===== src/hdl/pmp_pkg.sv =====
// constants and carrier types for one port's media independent interface
// assumes a 25 MHz reference clock; line side and mac side share it
package pmp_pkg;
    localparam int REF_CLK_HZ    = 25_000_000;
    localparam int SLOW_MII_HZ   = 2_500_000;
    localparam int MDC_MAX_HZ    = 20_000_000;
    localparam int SLOW_HALF_CYC = REF_CLK_HZ / (2 * SLOW_MII_HZ);
    localparam logic [2:0] DIV_LAST  = 3'(SLOW_HALF_CYC - 1);
    localparam logic [5:0] PRE_MIN   = 6'h20;
    localparam logic [3:0] HDR_LAST  = 4'hc;
    localparam logic [3:0] DATA_LAST = 4'hf;
    localparam logic [1:0] OP_READ   = 2'h2;
    localparam logic [1:0] OP_WRITE  = 2'h1;
    localparam logic [4:0] REG_CTRL  = 5'h00;
    localparam logic [4:0] REG_CFG   = 5'h10;
    localparam logic [4:0] REG_STAT  = 5'h11;
    localparam int CTRL_SPEED_BIT  = 13;
    localparam int CTRL_DUPLEX_BIT = 8;
    localparam int CFG_SYMBOL_BIT  = 0;
    localparam int STAT_RXACT_BIT  = 0;
    localparam int STAT_COL_BIT    = 1;
    localparam int STAT_CRS_BIT    = 2;
    localparam int STAT_TXACT_BIT  = 3;
    localparam int STAT_MDIS_BIT   = 4;

    typedef struct packed {
        logic       en;
        logic       er;
        logic [3:0] d;
    } pmp_mii_tx_s;

    typedef struct packed {
        logic       dv;
        logic       er;
        logic [3:0] d;
    } pmp_mii_rx_s;

    typedef struct packed {
        logic       valid;
        logic       halt;
        logic       symMode;
        logic [4:0] sym;
    } pmp_line_tx_s;

    typedef struct packed {
        logic       active;
        logic       valid;
        logic       bad;
        logic [4:0] sym;
    } pmp_line_rx_s;

    typedef struct packed {
        logic       speed100;
        logic       fullDup;
        logic       mgmtDis;
        logic [4:0] addr;
    } pmp_straps_s;

    typedef enum logic [2:0] {M_IDLE, M_HDR, M_TA1, M_TA2, M_DATA} pmp_mdio_e;
endpackage


===== src/hdl/pmp_port.sv =====
// one port: mii nibble paths, carrier and collision, management slave
// assumes line side logic on ref_clk; mdc, mdio and straps are asynchronous pins
//
// The placing of the registers and the strobed register port were decided locally.
`timescale 1ns/1ps
module pmp_port
(
    input  logic                  ref_clk,
    input  logic                  rst,
    input  pmp_pkg::pmp_mii_tx_s  miiTx,
    output logic                  txClk,
    output logic                  rxClk,
    output pmp_pkg::pmp_mii_rx_s  miiRx,
    output logic                  col,
    output logic                  crs,
    input  logic                  mdc,
    input  logic                  mdioIn,
    output logic                  mdioOut,
    output logic                  mdioOeN,
    input  pmp_pkg::pmp_straps_s  straps,
    output pmp_pkg::pmp_line_tx_s lineTx,
    input  pmp_pkg::pmp_line_rx_s lineRx,
    input  logic [4:0]            regAddr,
    input  logic [15:0]           regWdata,
    input  logic                  regWr,
    input  logic                  regRd,
    output logic [15:0]           regRdata
);
    import pmp_pkg::*;

    localparam int PIN_W = 2 + $bits(pmp_straps_s);

    logic [PIN_W-1:0] pinS1Q;
    logic [PIN_W-1:0] pinS2Q;
    logic             mdcS;
    logic             mdiS;
    pmp_straps_s      strapS;

    // not reset: the straps must reach the registers while rst is still held
    always_ff @(posedge ref_clk)
    begin
        pinS1Q <= {mdc, mdioIn, straps};
        pinS2Q <= pinS1Q;
    end
    assign {mdcS, mdiS, strapS} = pinS2Q;

    // registers and straps
    logic        speed100Q, speed100D;
    logic        fullDupQ, fullDupD;
    logic        symModeQ, symModeD;
    logic        mgmtDisQ;
    logic [4:0]  phyAddrQ;
    logic [15:0] rdQ, rdD;
    logic        mWr;
    logic        wrEn;
    logic [4:0]  wrA;
    logic [15:0] wrV;
    logic [4:0]  raddrM;
    logic [15:0] mWrData;
    logic        colQ, colD;
    logic        crsQ, crsD;
    pmp_line_tx_s lineTxQ, lineTxD;

    function automatic logic [15:0] regView(input logic [4:0] a);
        logic [15:0] v;
        v = '0;
        unique case (a)
            REG_CTRL:
            begin
                v[CTRL_SPEED_BIT]  = speed100Q;
                v[CTRL_DUPLEX_BIT] = fullDupQ;
            end
            REG_CFG:  v[CFG_SYMBOL_BIT] = symModeQ;
            REG_STAT:
            begin
                v[STAT_RXACT_BIT] = lineRx.active;
                v[STAT_COL_BIT]   = colQ;
                v[STAT_CRS_BIT]   = crsQ;
                v[STAT_TXACT_BIT] = lineTxQ.valid;
                v[STAT_MDIS_BIT]  = mgmtDisQ;
            end
            default: v = '0;
        endcase
        return v;
    endfunction

    // local port write wins over a management write in the same cycle
    assign wrEn = regWr || mWr;
    assign wrA  = regWr ? regAddr : raddrM;
    assign wrV  = regWr ? regWdata : mWrData;

    always_comb
    begin
        speed100D = speed100Q;
        fullDupD  = fullDupQ;
        symModeD  = symModeQ;
        rdD       = regRd ? regView(regAddr) : '0;
        if (wrEn)
        begin
            unique case (wrA)
                REG_CTRL:
                begin
                    speed100D = wrV[CTRL_SPEED_BIT];
                    fullDupD  = wrV[CTRL_DUPLEX_BIT];
                end
                REG_CFG: symModeD = wrV[CFG_SYMBOL_BIT];
                default: ;
            endcase
        end
    end

    // pins load the bits while reset is held; rst needs three edges
    always_ff @(posedge ref_clk)
    begin
        if (rst)
        begin
            speed100Q <= strapS.speed100;
            fullDupQ  <= strapS.fullDup;
            symModeQ  <= 1'b0;
            mgmtDisQ  <= strapS.mgmtDis;
            phyAddrQ  <= strapS.addr;
            rdQ       <= '0;
        end
        else
        begin
            speed100Q <= speed100D;
            fullDupQ  <= fullDupD;
            symModeQ  <= symModeD;
            rdQ       <= rdD;
        end
    end

    // slow mii clock divider, free running
    logic [2:0] divCntQ, divCntD;
    logic       divClkQ, divClkD;
    logic       nibStrobe;

    always_comb
    begin
        divCntD = divCntQ + 3'h1;
        divClkD = divClkQ;
        if (divCntQ == DIV_LAST)
        begin
            divCntD = '0;
            divClkD = !divClkQ;
        end
    end

    always_ff @(posedge ref_clk)
    begin
        if (rst)
        begin
            divCntQ <= '0;
            divClkQ <= 1'b0;
        end
        else
        begin
            divCntQ <= divCntD;
            divClkQ <= divClkD;
        end
    end

    // mac data settles after one clock rise and is taken at the next
    assign nibStrobe = speed100Q || (divCntQ == DIV_LAST && !divClkQ);
    assign txClk     = speed100Q ? ref_clk : divClkQ;
    assign rxClk     = speed100Q ? ref_clk : divClkQ;

    // nibble paths, carrier and collision
    pmp_mii_rx_s miiRxQ, miiRxD;

    always_comb
    begin
        lineTxD = lineTxQ;
        miiRxD  = miiRxQ;
        if (nibStrobe)
        begin
            lineTxD.valid   = miiTx.en;
            lineTxD.symMode = symModeQ;
            lineTxD.sym     = symModeQ ? {miiTx.er, miiTx.d} : {1'b0, miiTx.d};
            lineTxD.halt    = !symModeQ && speed100Q && miiTx.en && miiTx.er;
            miiRxD.d        = lineRx.sym[3:0];
            miiRxD.dv       = lineRx.valid;
            miiRxD.er       = symModeQ ? lineRx.sym[4] : lineRx.bad;
        end
        colD = !fullDupQ && miiTx.en && lineRx.active;
        crsD = lineRx.active || (!fullDupQ && miiTx.en);
    end

    always_ff @(posedge ref_clk)
    begin
        if (rst)
        begin
            lineTxQ <= '0;
            miiRxQ  <= '0;
            colQ    <= 1'b0;
            crsQ    <= 1'b0;
        end
        else
        begin
            lineTxQ <= lineTxD;
            miiRxQ  <= miiRxD;
            colQ    <= colD;
            crsQ    <= crsD;
        end
    end

    // management slave, stepped on each sampled mdc rise
    pmp_mdio_e   mStQ, mStD;
    logic [5:0]  preCntQ, preCntD;
    logic [3:0]  bitCntQ, bitCntD;
    logic [12:0] hdrQ, hdrD;
    logic [15:0] shQ, shD;
    logic        mdoQ, mdoD;
    logic        oeNQ, oeND;
    logic        mdcLastQ;
    logic        mdcRise;
    logic        isRead;
    logic        isWrite;

    assign mdcRise = mdcS && !mdcLastQ;
    assign raddrM  = hdrQ[4:0];
    assign mWrData = {shQ[14:0], mdiS};
    assign isRead  = hdrQ[12] && hdrQ[11:10] == OP_READ && hdrQ[9:5] == phyAddrQ;
    assign isWrite = hdrQ[12] && hdrQ[11:10] == OP_WRITE && hdrQ[9:5] == phyAddrQ;

    always_comb
    begin
        mStD    = mStQ;
        preCntD = preCntQ;
        bitCntD = bitCntQ;
        hdrD    = hdrQ;
        shD     = shQ;
        mdoD    = mdoQ;
        oeND    = oeNQ;
        mWr     = 1'b0;
        if (mgmtDisQ)
        begin
            mStD    = M_IDLE;
            preCntD = '0;
            oeND    = 1'b1;
        end
        else if (mdcRise)
        begin
            unique case (mStQ)
                M_IDLE:
                begin
                    if (mdiS)
                        preCntD = (preCntQ == PRE_MIN) ? preCntQ : preCntQ + 6'h01;
                    else
                    begin
                        if (preCntQ == PRE_MIN)
                        begin
                            mStD    = M_HDR;
                            bitCntD = '0;
                        end
                        preCntD = '0;
                    end
                end
                M_HDR:
                begin
                    hdrD    = {hdrQ[11:0], mdiS};
                    bitCntD = bitCntQ + 4'h1;
                    if (bitCntQ == HDR_LAST)
                        mStD = M_TA1;
                end
                M_TA1:
                begin
                    mStD = M_TA2;
                    if (isRead)
                    begin
                        oeND = 1'b0;
                        mdoD = 1'b0;
                        shD  = regView(raddrM);
                    end
                end
                M_TA2:
                begin
                    mStD    = M_DATA;
                    bitCntD = '0;
                    if (isRead)
                    begin
                        mdoD = shQ[15];
                        shD  = {shQ[14:0], 1'b0};
                    end
                end
                M_DATA:
                begin
                    bitCntD = bitCntQ + 4'h1;
                    if (isRead)
                    begin
                        mdoD = shQ[15];
                        shD  = {shQ[14:0], 1'b0};
                    end
                    else
                        shD = {shQ[14:0], mdiS};
                    if (bitCntQ == DATA_LAST)
                    begin
                        mStD = M_IDLE;
                        oeND = 1'b1;
                        mWr  = isWrite;
                    end
                end
                default: mStD = M_IDLE;
            endcase
        end
    end

    always_ff @(posedge ref_clk)
    begin
        if (rst)
        begin
            mStQ     <= M_IDLE;
            preCntQ  <= '0;
            bitCntQ  <= '0;
            hdrQ     <= '0;
            shQ      <= '0;
            mdoQ     <= 1'b0;
            oeNQ     <= 1'b1;
            mdcLastQ <= 1'b0;
        end
        else
        begin
            mStQ     <= mStD;
            preCntQ  <= preCntD;
            bitCntQ  <= bitCntD;
            hdrQ     <= hdrD;
            shQ      <= shD;
            mdoQ     <= mdoD;
            oeNQ     <= oeND;
            mdcLastQ <= mdcS;
        end
    end

    assign lineTx   = lineTxQ;
    assign miiRx    = miiRxQ;
    assign col      = colQ;
    assign crs      = crsQ;
    assign mdioOut  = mdoQ;
    assign mdioOeN  = oeNQ;
    assign regRdata = rdQ;
endmodule


===== config.mk =====
export PLATFORM = sky130hd
export DESIGN_NAME = pmp_port
export DESIGN_NICKNAME = d
export VERILOG_FILES = /design/src/hdl/pmp_pkg.sv /design/src/hdl/pmp_port.sv
export SDC_FILE = /design/constraint.sdc
export NUM_CORES = 1
export LEC_CHECK = 0
export ABC_CLOCK_PERIOD_IN_PS = 3900
export BUFFER_PORTS_ARGS = -buffer_cell sky130_fd_sc_hd__buf_2
export CAP_MARGIN = 20
export CORE_MARGIN = 10
export CORE_UTILIZATION = 58
export DETAILED_ROUTE_END_ITERATION = 12
export PLACE_DENSITY = 0.81
export SETUP_SLACK_MARGIN = 0.02
export SYNTH_ARGS = -nofsm -noshare
export SYNTH_HDL_FRONTEND = slang
export SYNTH_SLANG_ARGS = --single-unit
export TNS_END_PERCENT = 10

===== constraint.sdc =====
create_clock -name ref_clk -period 3.9 [get_ports ref_clk]
set_input_delay 0.585 -clock ref_clk [delete_from_list [all_inputs] [get_ports ref_clk]]
set_output_delay 0.585 -clock ref_clk [all_outputs]
set_load 0.01 [all_outputs]

# Word level (Yosys, flattened, before mapping)
# Cells that the tools add are included.
# totals
inputBits,49
latch_bits,0
romBits,0
regBits,110
mem_bits_rw,0
out_inout_bits,36
mem_count,0
# op_classes
mux,39
shift,0
n_reduce_logical,44
div_mod_pow,0
addsub,3
multipliers,0
order_cmp,0
n_bitwise,4
eq_ne,24
# ops
op,n
$pmux 16 s3,1
$mux 16,2
$eq 5x5->1 const B,5
$reduce_and 5->1,4
$mux 1,18
$logic_not 5->1,3
$mux 3,5
$pmux 3 s5,1
$mux 14,1
$ne 2x2->1 const B,7
$mux 6,2
$pmux 4 s3,1
$logic_and 1x1->1,11
$mux 5,2
$reduce_or 2->1,5
$eq 4x4->1 const B,2
$mux 4,2
$pmux 1 s2,4
$reduce_bool 2->1,4
$add 6x1->6 const B,1
$eq 3x2->1 const B,2
$eq 3x3->1 const B,2
$eq 6x6->1 const B,1
$reduce_and 3->1,2
other kinds (15),26

# Longest topological paths before layout
# depth
word_depth,10
mapped_depth,9
ltp_nobuf,7

==> results_dict.tcl <==
set metrics [dict create \
    status "completed" \
    num_antenna_cells 0 \
    drt.antenna.violating_nets 0 \
    report.final.setup_viol 0 \
    die_h_um 103.5 \
    die_area_um2 10710 \
    syn_area_per_cell_um2 9.230 \
    timing.critical_path.from "ref_clk" \
    io_pins 85 \
    initial_cell_density_of_the_core 0.5950 \
    max_slew_margin 0.4485 \
    vdd_ir_drop_max_mv 0.2900 \
    core_area_um2 6794 \
    grt_usage 0.1632 \
    register_area_um2 2102 \
    grt_pass1_vias 2978 \
    final_layout_size_suffix_gt1_frac 0.2071 \
    synth_top_area_frac 0.4605 \
    synth_top_area_cell "sky130_fd_sc_hd__dfxtp_1" \
    antenna_found_initial 0 \
    grtUsageMet1 0.1992 \
    worst-setup-path-type "clk2out" \
    synth_area_leaders "sky130_fd_sc_hd__dfxtp_1 (46%), sky130_fd_sc_hd__nand2_1 (6.1%), sky130_fd_sc_hd__edfxtp_1 (5.9%), sky130_fd_sc_hd__a21oi_1 (4.3%), sky130_fd_sc_hd__nand3_1 (3.3%)" \
    r2r_start "mStQ[2]" \
    global_route.overflow_total 0 \
    routedWlPerCell_um 13.97 \
    areaGrowthSynthToFinish_pct 16.81 \
    hpwl_um 5870 \
    yosys-top-cells-count "sky130_fd_sc_hd__dfxtp_1 (93), sky130_fd_sc_hd__nand2_1 (66), sky130_fd_sc_hd__a21oi_1 (35), sky130_fd_sc_hd__nor2_1 (35), sky130_fd_sc_hd__nand3_1 (27)" \
    timing.critical_path.arrival_ns 3.21 \
    yosys_warnings 0 \
    clk_pin_slew_ns 0.10 \
    clock_latency_ns 0.48 \
    tritoncts "done" \
    worstPathMaxFanout 2 \
    synth_cell_type_count 59 \
    power.static_leakage_nw 1.866 \
    final_hold_viol_count 0 \
    synth_async_sr_flop_share 0 \
    hold-path-cell-count 1 \
    design.final.nets 557 \
    met2_usage 0.2437 \
    fin_skew_ns 0.007902 \
    multi_input_area_um2 1737 \
    timing.hold.worst.class "in2reg" \
    totalPowerFinal_mw 2.150 \
    number_of_enable_type_register_cells_in_the_synthesized_netlist 8 \
    rsz0062_at_grt "false" \
    fillers 495 \
    synthMostInstantiatedCell "sky130_fd_sc_hd__dfxtp_1" \
    wl_um 8424 \
    remaining_drc_errors 0 \
    die_x_um 103.5 \
    gp_congestion 0.8656 \
    pin_count_of_the_biggest_net_entering_global_routing 55 \
    firstDrtPassIters 4 \
    global_route_wire_length_before_repair_um 13540 \
    synth-main-ff-cell "sky130_fd_sc_hd__dfxtp_1" \
    num_rows 30 \
    slew_violations 0 \
    placement.io_buffers 62 \
    cts_hold_repair.buffers 0 \
    holdCritStartpoint "mdc" \
    synth_cells 438 \
    detailroute.via_count 3179 \
    p_per_area_nw_per_um2 455.3 \
    totalNegativeSetupSlack_ns 0 \
    drtIter0Drc 158 \
    global_route_track_usage_on_met3 0.07375 \
    number_of_maximum_capacitance_constraint_violations 0 \
    synth-seq-area-share 0.5200 \
    critPathLaunchType "clock port" \
    synth.ff_latch_count 101 \
    grt_busiest_layer "met2" \
    cp-end-kind "output port" \
    slew_of_the_pin_with_the_lowest_slew_margin_ns 0.8242 \
    synthesis.area_um2 4043 \
    worst_ep_required_time_ns 3.31 \
    r2r_cells 5 \
    avgViaCountPerCell 5.272 \
]
[cells by family (layout without fill, tap and decap cells)]
family | Yosys count | in the layout | share of synthesized area
compound gates | 73 | 73 | 0.1158
xor+xnor | 14 | 14 | 0.03033
fa+ha+maj | 6 | 6 | 0.01857
buf+inv | 49 | 110 | 0.05787
flops | 101 | 101 | 0.5200
mux | 17 | 17 | 0.04333
other cells | 1 | 9 | 0.0009276
simple gates | 177 | 177 | 0.2133
[metal layers]
layer  vias up  part of all wire
met4         0             0.016
li1       1612                 -
met3        14             0.082
met5         -                 0
met1      1452              0.46
met2       101              0.44
[state kept, by name, indices dropped and copies added, names as in the netlist, 3 cells and up]
name and cells:
bitCntQ 4, divCntQ 3, hdrQ 13, lineTx 8
mStQ 3, miiRx 6, phyAddrQ 5, pinS1Q 10
pinS2Q 10, preCntQ 6, regRdata 7, shQ 16
[power breakdown]
part / internal (mW) / switching, mW / leakage (nW)
Combinational: 0.0418 / 0.0671 / 0.833
Clock: 0.509 / 0.442 / 0.193
Sequential: 1.07 / 0.0155 / 0.839
[timing repair]
action                     4_1_cts  5_1_grt
gates resized for setup          1        0
setup buffers                    0        0
hold endpoints to repair         0        0
setup endpoints to repair        2        0
[final timing paths]
check                                 end  slack [ns]
worst max-delay path                rxClk        0.11
worst min-delay path            pinS1Q[9]        0.20
worst max register to register    shQ[13]        1.18
worst min register to register  pinS2Q[6]        0.34
[cell usage in the layout (no fill, tap or decap), drive strengths merged, types with 2 or more instances in the layout]
cell,count
ha,6
inv,23
or2,4
edfxtp,8
xor2,5
and2,3
and3,4
dfxtp,93
nor2,35
a22oi,2
xnor2,9
o211ai,2
nand3,27
clkbuf,18
conb,9
nand4,6
mux2i,13
nor4,3
nor2b,7
o21ai,10
nand4b,4
mux2,4
or3b,2
a21o,4
buf,66
a221oi,4
nor3b,5
a21oi,37
nor3,4
clkinv,2
nand2,67
a311oi,3
[critical path: stages]
cell and delay, ns:
sky130_fd_sc_hd__clkbuf_8 0.11, sky130_fd_sc_hd__clkbuf_8 0.12, sky130_fd_sc_hd__clkbuf_8 0.12, sky130_fd_sc_hd__clkbuf_8 0.12, sky130_fd_sc_hd__clkbuf_8 0.12, sky130_fd_sc_hd__clkbuf_8 0.11, sky130_fd_sc_hd__mux2_2 0.29, sky130_fd_sc_hd__clkbuf_8 0.14
sky130_fd_sc_hd__buf_2 0.13
[cell type report]
class	count	share of cell area
clock buffers	20	0.05591
multi-input cells	296	0.3678
flip-flops and latches	101	0.4452
clock inverters	7	0.02067
repair buffers	64	0.06995
well taps	96	0.02544
inverters	19	0.01510
[stage by stage]
stage,worst slack [ns],area (um2),cells,util,hold WS [ns]
5_1_grt,0.05454,4722,603,0.6950,0.1659
4_1_cts,0.08420,4715,602,0.6939,0.1804
3_3_place_gp,0.9837,4363,577,0.6422,0.3104
2_1_floorplan,0.9281,4073,446,-,0.3096
3_5_place_dp,0.9837,4363,577,0.6422,0.3146
6_report,0.1081,4722,603,0.6950,0.1974
(Power assumes the default switching activity.)
